==> src/sslsr_pkg.sv <==
// Constants, types and the baud table of the line sense reporting block.
package sslsr_pkg;

	localparam int          CLK_HZ      = 25_000_000;
	localparam int          CLK_PER_NS  = 40;
	localparam int          SEC_S       = 1;
	localparam int          SEC_CYC     = CLK_HZ * SEC_S;
	localparam logic [3:0]  CHAR_BITS   = 4'ha;

	localparam logic [5:0]  TMO_LONG_S  = 6'h19;
	localparam logic [5:0]  TMO_CTRL_S  = 6'h03;
	localparam logic [5:0]  TMO_LINE_S  = 6'h19;
	localparam logic [5:0]  SPACE_MAX_S = 6'h19;

	localparam int          ADDR_W = 4;
	localparam logic [3:0]  A_CFG  = 4'h0;
	localparam logic [3:0]  A_CMD  = 4'h1;
	localparam logic [3:0]  A_TXD  = 4'h2;
	localparam logic [3:0]  A_SNS  = 4'h3;
	localparam logic [3:0]  A_STS  = 4'h4;

	localparam int          CF_SPD   = 0;
	localparam int          CF_STOP2 = 3;
	localparam int          CF_CCEN  = 4;
	localparam int          CF_XCH   = 11;
	localparam int          CF_SW    = 19;
	localparam int          CF_PRTS  = 20;
	localparam int          CF_TEXT  = 21;
	localparam logic [31:0] CFG_RST  = 32'h0000_01f0;

	localparam logic [3:0]  C_READ  = 4'h1;
	localparam logic [3:0]  C_INH   = 4'h2;
	localparam logic [3:0]  C_POLL  = 4'h3;
	localparam logic [3:0]  C_DIAL  = 4'h4;
	localparam logic [3:0]  C_ENA   = 4'h5;
	localparam logic [3:0]  C_DIS   = 4'h6;
	localparam logic [3:0]  C_PREP  = 4'h7;
	localparam logic [3:0]  C_SENSE = 4'h8;
	localparam logic [3:0]  C_NOOP  = 4'h9;
	localparam logic [3:0]  C_WRITE = 4'ha;
	localparam logic [3:0]  C_BREAK = 4'hb;

	localparam int          SNS_INTV = 1;
	localparam int          SNS_LOST = 6;
	localparam int          SNS_TMO  = 7;
	localparam logic [7:0]  LD_PRE   = 8'hc0;
	localparam logic [7:0]  LD_NXD   = 8'hc2;
	localparam logic [7:0]  LD_RMT   = 8'hc4;
	localparam logic [7:0]  LD_EARLY = 8'hc5;
	localparam logic [7:0]  LD_STOP  = 8'hc6;
	localparam logic [7:0]  LD_HALT  = 8'hc7;
	localparam logic [7:0]  TO_READ  = 8'he0;
	localparam logic [7:0]  TO_ABST  = 8'he6;
	localparam logic [7:0]  TO_ABEX  = 8'he7;
	localparam logic [7:0]  TO_DISC  = 8'he8;
	localparam logic [7:0]  TO_ENA   = 8'he9;
	localparam logic [7:0]  TO_SPACE = 8'hed;

	localparam int          ST_BUSY = 0;
	localparam int          ST_CE   = 1;
	localparam int          ST_UE   = 3;
	localparam int          ST_UC   = 4;

	localparam int          CC_N   = 7;
	localparam int          CC_EOT = 4;
	localparam logic [47:0] CC_TAB = 48'hb0_20_c8_61_89_a1;

	localparam int          PI_RX  = 6;
	localparam int          PI_RDY = 5;
	localparam int          PI_CAR = 4;
	localparam int          PI_CTS = 3;
	localparam int          PI_NXD = 2;
	localparam int          PI_RMT = 1;
	localparam int          PI_ABN = 0;

	typedef enum logic [3:0] {
		CM_NONE, CM_READ, CM_INH, CM_POLL, CM_DIAL, CM_ENA, CM_DIS,
		CM_PREP, CM_SENSE, CM_NOOP, CM_WRITE, CM_BREAK
	} sslsr_cmd_t;

	function automatic logic [18:0] sslsr_div(input logic [2:0] s);
		case (s)
			3'h0:    sslsr_div = 19'(CLK_HZ * 10 / 750);
			3'h1:    sslsr_div = 19'(CLK_HZ * 10 / 1100);
			3'h2:    sslsr_div = 19'(CLK_HZ * 10 / 1345);
			3'h3:    sslsr_div = 19'(CLK_HZ * 10 / 3000);
			3'h4:    sslsr_div = 19'(CLK_HZ * 10 / 6000);
			3'h5:    sslsr_div = 19'(CLK_HZ * 10 / 12000);
			default: sslsr_div = 19'(CLK_HZ * 10 / 24000);
		endcase
	endfunction : sslsr_div

endpackage : sslsr_pkg

==> src/sslsr_top.sv <==
// Sense and timeout reporting with framing for one start/stop line.
//
// What this block does
// RL1: Read or Inhibit started after a lost character flags C0 and runs on.
// RL2: Dial start with next-digit request on gives C2, remote connected C4.
// RL3: Modem ready rising before the last dial digit gives C5.
// RL4: Channel stop or program/protection check in receive gives C6, ends.
// RL5: Channel stop counts only when chained data is not in use.
// RL6: Halt during Read or Inhibit gives C7 and is no error.
// RL7: No timeout in Sense, No-op, Write, Break; timeout ends others now.
// RL8: Read times out if line never stayed quiet a character time.
// RL9: Read or Poll in control mode times out after three seconds.
// RL10: Read in text mode times out after the long timer.
// RL11: Modem ready or switched permanent-send carrier loss reports intervention instead.
// RL12: Dialer abandon gives E6 at Dial start and E7 during Dial.
// RL13: Switched Disable with modem ready still on after 25 s gives E8.
// RL14: Switched permanent-send Enable lacking both carrier and CTS gives E9.
// RL15: Break space longer than 25 s during Prepare gives ED.
// RL16: Line speed is chosen from seven rates by configuration.
// RL17: Each control character can be disabled and then passes as data.
// RL18: Carriage return and one free character may act as control.
// RL19: Lost data sets sense bit 6 with the cause in sense byte 1.
// RL20: An enabled end-of-transmission ends Read with unit exception.
// RL21: Each sent byte gets a start bit and one or two stop bits.
// RL22: Any sense bit raised, except by Halt, gives unit check in the ending status.
//
// The register offsets and the plain strobed port were decided locally.
`timescale 1ns/1ps
`default_nettype none
module sslsr_top #(
	parameter int P_SEC_CYC = sslsr_pkg::SEC_CYC
) (
	input  wire logic                         i_clk_sys,
	input  wire logic                         i_rst_n,
	input  wire logic [sslsr_pkg::ADDR_W-1:0] i_addr,
	input  wire logic [31:0]                  i_wdata,
	input  wire logic                         i_wr,
	input  wire logic                         i_rd,
	output logic      [31:0]                  o_rdata,
	input  wire logic                         i_rx_line,
	input  wire logic                         i_modem_ready,
	input  wire logic                         i_carrier,
	input  wire logic                         i_cts,
	input  wire logic                         i_next_digit,
	input  wire logic                         i_remote_conn,
	input  wire logic                         i_abandon,
	input  wire logic                         i_rx_valid,
	input  wire logic [7:0]                   i_rx_char,
	input  wire logic                         i_rx_lost,
	input  wire logic                         i_last_digit,
	input  wire logic                         i_chan_stop,
	input  wire logic                         i_chain_data,
	input  wire logic                         i_prog_check,
	input  wire logic                         i_prot_check,
	input  wire logic                         i_halt,
	output logic                              o_tx_line,
	output logic                              o_cmd_end,
	output logic                              o_data_valid,
	output logic      [7:0]                   o_data
);
	import sslsr_pkg::*;

	typedef struct packed {
		logic [6:0]  s1;
		logic [6:0]  s2;
		logic [6:0]  prev;
		logic [31:0] tick;
		logic [18:0] baud;
		logic [3:0]  qbits;
		logic        qok;
		logic [5:0]  space;
		logic [5:0]  tsec;
		logic        trun;
		logic        lastd;
		logic        first;
		sslsr_cmd_t  cmd;
		logic        busy;
		logic [4:0]  st;
		logic [7:0]  sns0;
		logic [7:0]  sns1;
		logic [31:0] cfg;
		logic [10:0] tx_sh;
		logic [3:0]  tx_left;
		logic [18:0] tx_cnt;
		logic        tx_line;
		logic [31:0] rdata;
		logic        cmd_end;
		logic        dvalid;
		logic [7:0]  dbyte;
	} sslsr_state_t;

	sslsr_state_t q;
	sslsr_state_t n;
	logic [1:0]   rst_q;
	logic         rst_n;
	logic         rxl, rdy, car, cts, nxd, rmt, abn;
	logic         rdy_rise, abn_rise, sw, prts, text, sec_t, bit_t;
	logic [18:0]  div;
	logic [6:0]   cc_hit;
	logic         ctrl_hit, to_read;
	logic         fin, exc, halt, intv;
	logic [7:0]   ldc, toc;

	// The reset is released only after two clean edges of our own clock.
	always_ff @(posedge i_clk_sys or negedge i_rst_n) begin
		if (!i_rst_n) begin
			rst_q <= 2'h0;
		end else begin
			rst_q <= {rst_q[0], 1'b1};
		end
	end
	assign rst_n = rst_q[1];

	assign rxl      = q.s2[PI_RX];
	assign rdy      = q.s2[PI_RDY];
	assign car      = q.s2[PI_CAR];
	assign cts      = q.s2[PI_CTS];
	assign nxd      = q.s2[PI_NXD];
	assign rmt      = q.s2[PI_RMT];
	assign abn      = q.s2[PI_ABN];
	assign rdy_rise = rdy && !q.prev[PI_RDY];
	assign abn_rise = abn && !q.prev[PI_ABN];
	assign sw       = q.cfg[CF_SW];
	assign prts     = q.cfg[CF_PRTS];
	assign text     = q.cfg[CF_TEXT];
	// RL16 speed select
	assign div      = sslsr_div(q.cfg[CF_SPD +: 3]);
	assign sec_t    = (q.tick == 32'(P_SEC_CYC - 1));
	assign bit_t    = (q.baud == div - 19'h1);

	// RL17 RL18 control match
	for (genvar g = 0; g < CC_N; g++) begin : g_cc
		if (g < 6) begin : g_std
			assign cc_hit[g] = q.cfg[CF_CCEN + g]
				&& (i_rx_char == CC_TAB[g*8 +: 8]);
		end else begin : g_free
			assign cc_hit[g] = q.cfg[CF_CCEN + g]
				&& (i_rx_char == q.cfg[CF_XCH +: 8]);
		end
	end
	assign ctrl_hit = |cc_hit;

	// RL8 RL9 RL10 read timers
	assign to_read = q.busy && (
		(!text && (q.cmd == CM_READ || q.cmd == CM_POLL)
			&& q.tsec >= TMO_CTRL_S)
		|| (q.cmd == CM_READ && q.tsec >= TMO_LONG_S
			&& (text || !q.qok)));

	always_comb begin
		n = q;
		fin = 1'b0;
		exc = 1'b0;
		halt = 1'b0;
		intv = 1'b0;
		ldc = 8'h00;
		toc = 8'h00;
		n.cmd_end = 1'b0;
		n.dvalid = 1'b0;
		n.first = 1'b0;
		n.rdata = 32'h0;
		n.s1 = {i_rx_line, i_modem_ready, i_carrier, i_cts,
			i_next_digit, i_remote_conn, i_abandon};
		n.s2 = q.s1;
		n.prev = q.s2;
		n.tick = sec_t ? 32'h0 : q.tick + 32'h1;
		n.baud = bit_t ? 19'h0 : q.baud + 19'h1;
		if (rxl != q.prev[PI_RX]) begin
			n.qbits = 4'h0;
		end else if (bit_t && q.qbits != CHAR_BITS) begin
			n.qbits = q.qbits + 4'h1;
		end
		if (q.qbits == CHAR_BITS) begin
			n.qok = 1'b1;
		end
		if (rxl) begin
			n.space = 6'h0;
		end else if (sec_t && q.space != 6'h3f) begin
			n.space = q.space + 6'h1;
		end
		if (sec_t && q.tsec != 6'h3f) begin
			n.tsec = q.tsec + 6'h1;
		end
		// RL17 pass as data
		if (i_rx_valid && !ctrl_hit) begin
			n.dvalid = 1'b1;
			n.dbyte = i_rx_char;
		end
		// RL21 start and stop bits
		if (q.tx_left != 4'h0) begin
			if (q.tx_cnt == div - 19'h1) begin
				n.tx_cnt = 19'h0;
				n.tx_sh = {1'b1, q.tx_sh[10:1]};
				n.tx_left = q.tx_left - 4'h1;
			end else begin
				n.tx_cnt = q.tx_cnt + 19'h1;
			end
		end
		n.tx_line = (q.tx_left != 4'h0) ? q.tx_sh[0] : 1'b1;

		if (q.busy) begin
			case (q.cmd)
				CM_READ, CM_INH, CM_POLL: begin
					// RL1 character lost before
					if (q.first && q.cmd != CM_POLL && i_rx_lost) begin
						ldc = LD_PRE;
					end
					// RL6 halt is no error
					if (i_halt && q.cmd != CM_POLL) begin
						ldc = LD_HALT;
						halt = 1'b1;
						fin = 1'b1;
					// RL4 RL5 stop and checks
					end else if ((i_chan_stop && !i_chain_data)
						|| i_prog_check || i_prot_check) begin
						ldc = LD_STOP;
						fin = 1'b1;
					// RL11 intervention instead
					end else if (!rdy || (sw && prts && !car)) begin
						intv = 1'b1;
						fin = 1'b1;
					end else if (to_read) begin
						toc = TO_READ;
						fin = 1'b1;
					// RL20 end of transmission
					end else if (q.cmd != CM_INH && i_rx_valid
						&& ctrl_hit) begin
						fin = 1'b1;
						exc = cc_hit[CC_EOT];
					end
				end
				CM_DIAL: begin
					if (i_last_digit) begin
						n.lastd = 1'b1;
					end
					// RL12 RL2 dial start
					if (q.first && abn) begin
						toc = TO_ABST;
						fin = 1'b1;
					end else if (q.first && nxd) begin
						ldc = LD_NXD;
						fin = 1'b1;
					end else if (q.first && rmt) begin
						ldc = LD_RMT;
						fin = 1'b1;
					// RL12 abandon later
					end else if (abn_rise) begin
						toc = TO_ABEX;
						fin = 1'b1;
					// RL3 ready too early
					end else if (rdy_rise && !q.lastd) begin
						ldc = LD_EARLY;
						fin = 1'b1;
					end else if (rdy && q.lastd) begin
						fin = 1'b1;
					end
				end
				CM_ENA: begin
					// RL14 enable timer
					if (sw && prts) begin
						if (!q.trun && rdy) begin
							n.trun = 1'b1;
							n.tsec = 6'h0;
						end else if (q.trun && (car || cts)) begin
							fin = 1'b1;
						end else if (q.trun && q.tsec >= TMO_LINE_S) begin
							toc = TO_ENA;
							fin = 1'b1;
						end
					end else if (rdy) begin
						fin = 1'b1;
					end
				end
				CM_DIS: begin
					// RL13 disable timer
					if (!sw || !rdy) begin
						fin = 1'b1;
					end else if (q.tsec >= TMO_LINE_S) begin
						toc = TO_DISC;
						fin = 1'b1;
					end
				end
				CM_PREP: begin
					// RL15 long break
					if (q.space > SPACE_MAX_S) begin
						toc = TO_SPACE;
						fin = 1'b1;
					end else if (i_rx_valid) begin
						fin = 1'b1;
					end
				end
				// RL7 these never time out
				default: fin = 1'b1;
			endcase
		end

		// RL19 lost data sense
		if (ldc != 8'h00) begin
			n.sns0[SNS_LOST] = 1'b1;
			n.sns1 = ldc;
		end
		if (toc != 8'h00) begin
			n.sns0[SNS_TMO] = 1'b1;
			n.sns1 = toc;
		end
		if (intv) begin
			n.sns0[SNS_INTV] = 1'b1;
		end
		// RL7 RL22 ending status
		if (fin) begin
			n.busy = 1'b0;
			n.cmd_end = 1'b1;
			n.st = 5'h0;
			n.st[ST_CE] = 1'b1;
			n.st[ST_CE + 1] = 1'b1;
			n.st[ST_UE] = exc;
			n.st[ST_UC] = (|q.sns0) || intv || (toc != 8'h00)
				|| (ldc != 8'h00 && !halt);
		end

		if (i_wr) begin
			if (i_addr == A_CFG) begin
				n.cfg = i_wdata;
			end else if (i_addr == A_CMD && !q.busy) begin
				n.busy = 1'b1;
				n.first = 1'b1;
				n.sns0 = 8'h00;
				n.sns1 = 8'h00;
				n.st = 5'h0;
				n.tsec = 6'h0;
				n.trun = 1'b0;
				n.lastd = 1'b0;
				n.qok = 1'b0;
				case (i_wdata[3:0])
					C_READ:  n.cmd = CM_READ;
					C_INH:   n.cmd = CM_INH;
					C_POLL:  n.cmd = CM_POLL;
					C_DIAL:  n.cmd = CM_DIAL;
					C_ENA:   n.cmd = CM_ENA;
					C_DIS:   n.cmd = CM_DIS;
					C_PREP:  n.cmd = CM_PREP;
					C_SENSE: n.cmd = CM_SENSE;
					C_NOOP:  n.cmd = CM_NOOP;
					C_WRITE: n.cmd = CM_WRITE;
					C_BREAK: n.cmd = CM_BREAK;
					default: begin
						n.busy = 1'b0;
						n.first = 1'b0;
					end
				endcase
			end else if (i_addr == A_TXD && q.tx_left == 4'h0) begin
				n.tx_sh = {2'h3, i_wdata[7:0], 1'b0};
				n.tx_left = q.cfg[CF_STOP2] ? 4'hb : 4'ha;
				n.tx_cnt = 19'h0;
			end
		end
		if (i_rd) begin
			if (i_addr == A_CFG) begin
				n.rdata = q.cfg;
			end else if (i_addr == A_CMD) begin
				n.rdata = {28'h0, q.cmd};
			end else if (i_addr == A_SNS) begin
				n.rdata = {16'h0, q.sns1, q.sns0};
			end else if (i_addr == A_STS) begin
				n.rdata = {26'h0, q.tx_left != 4'h0, q.st[4:1], q.busy};
			end
		end
	end

	always_ff @(posedge i_clk_sys or negedge rst_n) begin
		if (!rst_n) begin
			q <= '0;
			q.cfg <= CFG_RST;
			q.tx_line <= 1'b1;
		end else begin
			q <= n;
		end
	end

	assign o_rdata      = q.rdata;
	assign o_tx_line    = q.tx_line;
	assign o_cmd_end    = q.cmd_end;
	assign o_data_valid = q.dvalid;
	assign o_data       = q.dbyte;
endmodule : sslsr_top
`default_nettype wire

==> config.mk <==
export PLATFORM = sky130hd
export DESIGN_NAME = sslsr_top
export DESIGN_NICKNAME = d
export VERILOG_FILES = /design/src/sslsr_pkg.sv /design/src/sslsr_top.sv
export SDC_FILE = /design/constraint.sdc
export NUM_CORES = 1
export LEC_CHECK = 0
export BUFFER_PORTS_ARGS = -buffer_cell sky130_fd_sc_hd__buf_4
export CORE_MARGIN = 5
export CORE_UTILIZATION = 30
export CTS_CLUSTER_DIAMETER = 80
export CTS_CLUSTER_SIZE = 16
export DETAILED_ROUTE_END_ITERATION = 12
export PLACE_DENSITY = 0.48
export SYNTH_ARGS = -nofsm -noshare
export SYNTH_HDL_FRONTEND = slang
export SYNTH_SLANG_ARGS = --single-unit
==> constraint.sdc <==
create_clock -name i_clk_sys -period 8.4 [get_ports i_clk_sys]
set_input_delay 0.84 -clock i_clk_sys [delete_from_list [all_inputs] [get_ports i_clk_sys]]
set_output_delay 0.84 -clock i_clk_sys [all_outputs]
set_load 0.005 [all_outputs]
**Word level (Yosys, flattened, before mapping)**

Index checks and enable logic that the tools add are counted.

- Add/subtract/negate cells: 8
- $lt $le $gt $ge: 3
- Equal/unequal tests: 44
- Muxes and demuxes: 109
- Bitwise logic cells: 1
- Reduce and logical (&&, ||, !) cells: 76

Operator list:

| cell | count |
|---|---|
| $mux 8 | 28 |
| $mux 34 | 4 |
| $mux 32 | 4 |
| $pmux 19 s6 | 1 |
| $mux 101 | 1 |
| $mux 35 | 2 |
| $mux 1 | 49 |
| $pmux 4 s11 | 1 |
| $pmux 8 s5 | 1 |
| $add 19x1->19 const B | 2 |
| $eq 19x19->1 | 2 |
| $mux 19 | 2 |
| $logic_and 1x1->1 | 37 |
| $eq 4x3->1 const B | 9 |
| $add 32x1->32 const B | 1 |
| $eq 32x25->1 const B | 1 |
| $eq 8x8->1 const B | 4 |
| $mux 16 | 2 |
| $mux 6 | 5 |
| $eq 4x2->1 const B | 6 |
| $mux 7 | 3 |
| $eq 4x4->1 const B | 5 |
| $sub 19x1->19 const B | 1 |
| $pmux 8 s2 | 1 |
| 35 further kinds | 69 |

- Flip-flop bits (word level): 224
- Input port bits: 63
- Output and inout bits: 43

**Depth between registers and ports, before layout**

Gate-level depths: netlist (run 1).

- Depth after elaboration: 19
- Gate-level depth with buffers: 13

**Least setup slack after synthesis (run 1)**

OpenSTA, ideal clock, no wires.

- Path kind: register -> register
- Start: register q[78] (netlist name)
- End: register q[70] (netlist name)
- Data arrival time: 2.779 ns
- Slack: 5.483 ns
- Cell stages (with the launch flop): 14
- Buffers on the path: 3
- Cells stage by stage: dfrtp_1 -> nand2b_1 -> clkbuf_4 -> xnor2_1 -> ha_1 -> clkbuf_1 -> nand2b_1 -> a2111oi_0 -> a211oi_1 -> nor4_2 -> nand4_2 -> buf_2 -> nand3_1 -> o221ai_1

RTL lines:

| item | line | text |
|---|---|---|
| start: declaration | sslsr_top.sv:92 | `sslsr_state_t q;` |
| start signal: assignment | sslsr_top.sv:376 | `q <= n;` |

**Worst setup path in the final report (run 1)**

- Start: register q[78] (netlist name)
- End: register q[154] (netlist name)

- Word-level cells in the longest chain between the ends: 6
- Elaborated cells on any way between the ends: 11
- Those cells by class: add/sub (1); eq/ne (6); mux (1); reduce/logical (3)

Ends and longest elaborated chain:

| item | line | text |
|---|---|---|
| $eq 3x3->1 (tied with other cells) | sslsr_pkg.sv:82 | `case (s)` |
| $pmux 19 s6 (*) | sslsr_pkg.sv:82 |  |
| $sub 19x1->19 (*) | sslsr_top.sv:129 | `assign bit_t = (q.baud == div - 19'h1);` |
| $eq 19x19->1 (*) | sslsr_top.sv:129 |  |
| $logic_and 1x1->1 (*) | sslsr_top.sv:170 | `end else if (bit_t && q.qbits != CHAR_BITS) begin` |
| $reduce_bool 2->1 (no line) (*) | n/a |  |

Every way passes the cells marked *; elsewhere a longest branch is shown, timed or not.
A chain may end at the register's enable or synchronous reset.

==> impl_results.md, run 1 <==
- Sequential power share: 49.8%
- Synth unique cells: 97
- Final HPWL DP: 19,500 um
- GRT Util Overall: 13.2%
- Worst Setup Path Type: reg -> reg
- Number of flops mapped to enable cells by yosys: 0
- Clock buffer depth: 3
- Synth Cell Area: 0.0113 sq mm
- Cells along the critical path: nand2b_1, xnor2_1, ha_1, xnor3_1, mux2i_1, o22ai_1, o2111ai_1, nor3_4, or3b_1, a21oi_1
- Setup Fix Bufs, Post-CTS: 0
- CP endpoint kind: flip-flop
- Final net count: 1,233
- Min-Delay Path Class: in -> async
- Crit Path Max Fanout: 26
- Synth Area in XOR/XNOR: 7.68%
- Htree depth: 1
- Wire per inst: 16.6 um
- DP Area: 0.0122 sq mm
- Placed insts: 1,642
- Die area: 0.0418 sq mm
- Vias after detailed routing: 8,012
- Slew Limit Headroom: 29.1%
- First-pass GRT wire length: 45,200 um
- Sequential share of the synthesized area: 48.4%
- Static leakage: 5.72 nW
- Max incr delay on CP: 0.85 ns
- Max Freq: 254 MHz
- Max Slew Vio Count: 0
- Synth warn: 0
- Yosys top cell by area: dfrtp_1
- Startpoint Class: flip-flop
- Fin Setup TNS: 0 ns
- Row cnt: 71
- Vias in the first global route: 8,084
- Switching share of power: 29.0%
- Skew-Pair Late Insertion Delay: 0.52 ns
- Router iterations before antenna repair: 4
- Comb power frac: 15.5%
- Syn avg cell area: 10.2 sq um
- Area fraction in compound gates after synthesis: 9.74%
- GPL Wtd Cong: 0.807
- FF-to-FF setup slack: 4.47 ns
- CP arrival: 4.37 ns
- Std-Cell Core Area: 0.0375 sq mm
- PD cells: 195 mW/mm^2
- Synth Area in Simple Gates: 20.6%
- Post-route cell area: 0.0128 sq mm
- Die H: 204 um
- Slew @ Worst Pin: 1.06 ns
- Share of the synthesized area in the top cell type: 47.0%
- Post-Synthesis Cells: 1,114
- Crit Reg-Reg Endpoint: q[154]
- Synth Area in Adders: 1.98%
- Net Count, Synth: 1,195
- CP Buf/Inv Count: 0
- Top area cells in the synthesized netlist: dfrtp_1 47%, mux2_2 4.1%, xor2_1 3.9%
- CP max stage cell: dfrtp_1
- Area Growth Syn to Fin: 12.9%
- Setup violators final: 0
- Worst hold slack: 0.0816 ns
- CTS tree: yes
- CP Data Required Time: 8.84 ns
- Final hold vios: 0
- Via density: 4.78
- Port bufs: 105
- Clock share of power: 34.7%
- Crit path max-delay family: simple AND/OR/NAND/NOR gates
- P_int: 1.77 mW
- Yosys reg bits: 219
- DRT iter0 DRCs: 435
- Final period utilization: 46.8%
- Chip width: 204 um
- Ports: 106
- R2r worst-path depth: 10
- Post-Route WL: 27,800 um
- Hold buffers post-CTS: 0
- RSZ-0062 raised after global routing: no
- Ys async rst share: 100%
- Overflow after GRT: 0
- Number of max-cap violations: 0
- Outcome: complete, no violations
- Mux share of post-synthesis cell area: 4.95%
- Initial antenna violation count: 1
- Antenna diode count: 0
- Sink Count: 219
- Layout cells sized above 1: 18.5%
- Commonest non-fill, non-tap cell in the layout: dfrtp_1
- Clk pin slew, worst setup/hold paths: 0.07 ns
- Worst R2R Start: q[78]
- Antenna viol nets, final: 0
- Starting density of the core: 30.3%
- Clk root buf: clkbuf_16
- Tmin final: 3.93 ns
- Worst vdd ir: 0.104 mV
- Finished Layout Cells: 1,676
- Main synth FF type: dfrtp_1
- Clk_skew: 0.0222 ns
- Num CTS Buffers: 19
- Psw: 725 uW
- Largest family of logic cells by synthesized area: simple AND/OR/NAND/NOR gates
- Largest net degree at the start of global routing: 79
- DRC viols: 0
- Most frequent cells in the layout: 212 x dfrtp_1, 116 x nor2_1, 110 x buf_4, 77 x nand2_1, 51 x xor2_1
- Resize count post-CTS: 0
==> per-stage QoR <==
stage          setup slack, ns  power (mW)  util [%]
2_1_floorplan             1.86        1.54         -
3_3_place_gp              4.58        1.65      32.6
3_5_place_dp              4.42        1.66      32.6
4_1_cts                   4.42        2.55      34.2
5_1_grt                   4.13        2.65      34.2
6_report                  4.47        2.50      34.2
==> power groups by stage <==
stage	clock network [mW]	logic (mW)	registers (mW)
after CTS	0.913	0.392	1.25
after global placement	0	0.385	1.26
final	0.868	0.387	1.24
after detailed placement	0	0.390	1.27
after floorplan	0	0.320	1.22
after global routing	0.952	0.435	1.26
==> cells in the mapped netlist, drive strengths merged, types with 4 or more instances <==
master,number
a211oi,9
a21oi,39
a22o,11
a31oi,4
a41oi,4
and2,7
and3,33
and4,6
buf,60
clkbuf,33
dfrtp,213
dfstp,6
ha,18
inv,40
mux2,41
mux2i,10
nand2,79
nand2b,13
nand3,45
nand3b,7
nand4,31
nand4b,6
nor2,118
nor2b,16
nor3,24
nor3b,8
nor4,10
nor4b,7
o211ai,8
o21a,7
o21ai,30
o22ai,5
or2,5
or3,4
or3b,5
xnor2,46
xor2,51
==> worst reg2reg max path: cells and delay by family (launching register included) <==
family | cells | cell delay [ns]
simple gates | 3 | 1.52
flops | 1 | 0.85
compound gates | 3 | 0.52
xor+xnor | 2 | 0.49
fa+ha+maj | 1 | 0.36
mux | 1 | 0.13
==> state kept, by name, indices dropped and copies added, names as in the netlist <==
register      flops
car               1
n                11
cts               1
rst_q             2
q               159
o_tx_line         1
o_rdata          32
prts              1
abn               1
o_data_valid      1
o_cmd_end         1
o_data            8
==> routing by layer <==
layer | vias to the layer above | global-route usage, % | routed length [um]
met2 | 103 | 21.0 | 12900
met3 | 28 | 2.26 | 973
met1 | 3957 | 19.1 | 13500
met5 | - | 0 | 0
met4 | 0 | 2.80 | 529
li1 | 3924 | - | -
==> cell type report <==
| class | count | area, sq um |
|---|---|---|
| Multi-Input combinational cell | 762 | 5120 |
| Clock buffer | 29 | 533 |
| Tap cell | 511 | 639 |
| Clock inverter | 5 | 50.0 |
| Fill cell | 3852 | 24700 |
| Timing Repair Buffer | 110 | 826 |
| Inverter | 40 | 150 |
| Sequential cell | 219 | 5490 |
==> worst max path at each step <==
stage	endpoint	slack, ns	cells past startpoint	start
floorplan	abn	1.86	0	rst_q[1]
global placement	q[154]	4.58	10	q[78]
global route	q[154]	4.13	10	q[78]
finish	q[154]	4.47	10	q[78]
CTS	q[154]	4.42	10	q[78]
detailed placement	q[154]	4.42	10	q[78]
==> cells by family after synthesis <==
family                     count (synthesis)
other                                      1
muxes                                     51
AOI/OAI and AO/OA                        159
DFF                                      219
and+or+nand+nor                          435
adders and majority gates                 18
buffers and inverters                    133
xor gates and xnor gates                  98
No activity file was read; power rests on OpenSTA's default activity.
==> run 2, diff against run 1 <==
Clock period 8.4 ns to 3.97 ns, I/O delays scaled along.
==> run 2 against run 1 <==
First-iteration DRC count down 1.4%. Clock-buffer cell count down 6. Non-clock buffer count is 14 higher. Worst setup slack lost 3.6 ns. Clock power rose by 120%. Total power up 110%. Sequential power is 110% higher. Register-to-register slack got worse by 3.6 ns. Cell area up 1.4%. Global-route usage grew 0.20 points. Utilization grew 0.46 points. Critical endpoint is now q[74].
==> impl_results.md, run 2 (same netlist as run 1, synthesis figures left out) <==
- Clock buffer depth: 3
- Ports: 106
- Largest net degree at the start of global routing: 68
- Tot Pwr: 5.35 mW
- Setup Fix Bufs, Post-CTS: 0
- Number of max-cap violations: 0
- Num CTS Buffers: 20
- CP Buf/Inv Count: 0
- Router iterations before antenna repair: 4
- Starting density of the core: 30.3%
- CTS tree: yes
- Min-Delay Path Class: in -> reg
- Max Freq: 324 MHz
- Worst Setup Path Type: reg -> reg
- Fill cells: 3,864
- Vias in the first global route: 8,089
- Outcome: complete, no violations
- Crit path max-delay family: simple AND/OR/NAND/NOR gates
- Antenna diode count: 0
- Worst vdd ir: 0.216 mV
- Overflow after GRT: 0
- Static leakage: 5.79 nW
- Initial antenna violation count: 1
- CP endpoint kind: flip-flop
- Slew Limit Headroom: 28.6%
- Skew-Pair Late Insertion Delay: 0.53 ns
- Post-Route WL: 28,000 um
- Pre-CTS WS: 0.865 ns
- Clk pin slew, worst setup/hold paths: 0.08 ns
- Tmin final: 3.09 ns
- Most flop-heavy register: q
- Via density: 4.75
- Worst path most repeated cell: nand2b_1
- RSZ-0062 raised after global routing: no
- Setup violators final: 0
- CP arrival: 3.49 ns
- Crit Path Max Fanout: 17
- PD cells: 412 mW/mm^2
- Final worst slack: 0.881 ns
- Fin Setup TNS: 0 ns
- Clk_skew: 0.0256 ns
- Slew @ Worst Pin: 1.07 ns
- Chip width: 204 um
- DRC viols: 0
- Clk root buf: clkbuf_16
- Row cnt: 71
- Max reg flops: 159
- Die area: 0.0418 sq mm
- GRT Util Overall: 13.4%
- Port bufs: 105
- Max incr delay on CP: 0.42 ns
- Startpoint Class: flip-flop
- Wire per inst: 16.6 um
- DRT iter0 DRCs: 429
- Die H: 204 um
- Cells along the critical path: nand2b_1, xnor2_1, ha_1, nand2b_1, a2111oi_0, a211oi_1, nor4_2, nand4_2, mux2i_1, a21o_1
- Area Growth Syn to Fin: 14.4%
- Htree depth: 1
- Sink Count: 219
- Max Slew Vio Count: 0
- Most frequent cells in the layout: 212 x dfrtp_1, 116 x nor2_1, 114 x buf_4, 77 x nand2_1, 51 x xor2_1
- First-pass GRT wire length: 45,700 um
- Antenna viol nets, final: 0
- GPL Wtd Cong: 0.756
- Final period utilization: 77.8%
- Layout cells sized above 1: 19.2%
- CP Data Required Time: 4.38 ns
- CP max stage cell: nand4_2
- Final hold vios: 0
- Commonest non-fill, non-tap cell in the layout: dfrtp_1
- Vias after detailed routing: 8,026
- Final HPWL DP: 19,500 um
- Std-Cell Core Area: 0.0375 sq mm
- Final net count: 1,248
-- run 2: cell types whose count changed in the layout (fill, tap and decap cells not counted) --
| cell | delta |
|---|---|
| buf_12 | +2 |
| clkbuf_8 | -1 |
| buf_4 | +4 |
| clkbuf_1 | -6 |
| dlygate4sd3_1 | +8 |
| clkinvlp_4 | +4 |
| clkbuf_16 | +1 |
| clkinv_2 | +1 |
-- run 2: final timing paths --
kind	slack [ns]	to	depth (start not counted)	from
max	0.88	q[74]	10	q[78]
min	0.09	q[94]	2	i_wdata[17]
max reg2reg	0.88	q[74]	10	q[78]
min reg2reg	0.35	rst_q[1]	0	rst_q[0]
max in group asynchronous	2.50	o_tx_line	1	rst_q[1]
min in group asynchronous	0.18	rst_q[1]	2	i_rst_n
-- run 2: power by group --
| group | internal, mW | switching [mW] | total, mW | leakage (nW) |
|---|---|---|---|---|
| sequential | 2.42 | 0.200 | 2.62 | 2.83 |
| clock | 0.963 | 0.920 | 1.88 | 0.286 |
| combinational | 0.404 | 0.449 | 0.853 | 2.68 |
| total | 3.78 | 1.57 | 5.35 | 5.79 |
-- run 2: worst register-to-register path, cell delays in order (launching register included) --
cell and delay (ns):
dfrtp_1 0.38, nand2b_1 0.25, xnor2_1 0.29, ha_1 0.35
nand2b_1 0.08, a2111oi_0 0.40, a211oi_1 0.13, nor4_2 0.30
nand4_2 0.42, mux2i_1 0.23, a21o_1 0.16
-- run 2: metal layers --
metal | up-vias | track usage (%) | part of all wire, %
li1 | 3947 | - | -
met1 | 3938 | 19.2 | 48
met2 | 109 | 21.3 | 46
met3 | 32 | 2.66 | 3.8
met4 | 0 | 2.92 | 2.1
met5 | - | 0 | 0
-- run 2: cell type report --
cell class / instances / area (sq um) / share of cell area, %
Clock inverter: 10 / 85.1 / 0.655
Timing Repair Buffer: 124 / 976 / 7.52
Clock buffer: 23 / 522 / 4.02
Multi-Input combinational cell: 762 / 5120 / 39.4
Inverter: 40 / 150 / 1.16
Sequential cell: 219 / 5490 / 42.3
Tap cell: 511 / 639 / 4.92
-- run 2: repair_timing --
item / CTS / global route
resized for setup: 0 / 0
hold endpoints to repair: 9 / 0
hold buffers: 8 / 0
-- run 2: stage by stage --
stage | instances | hold slack, ns | cell area (sq um) | util (%)
after floorplan | 1114 | 0.101 | 11300 | -
after global placement | 1648 | 0.180 | 12300 | 32.8
after detailed placement | 1648 | 0.181 | 12300 | 32.8
after CTS | 1689 | 0.0549 | 13000 | 34.6
after global routing | 1689 | 0.0674 | 13000 | 34.6
final | 1689 | 0.0926 | 13000 | 34.6
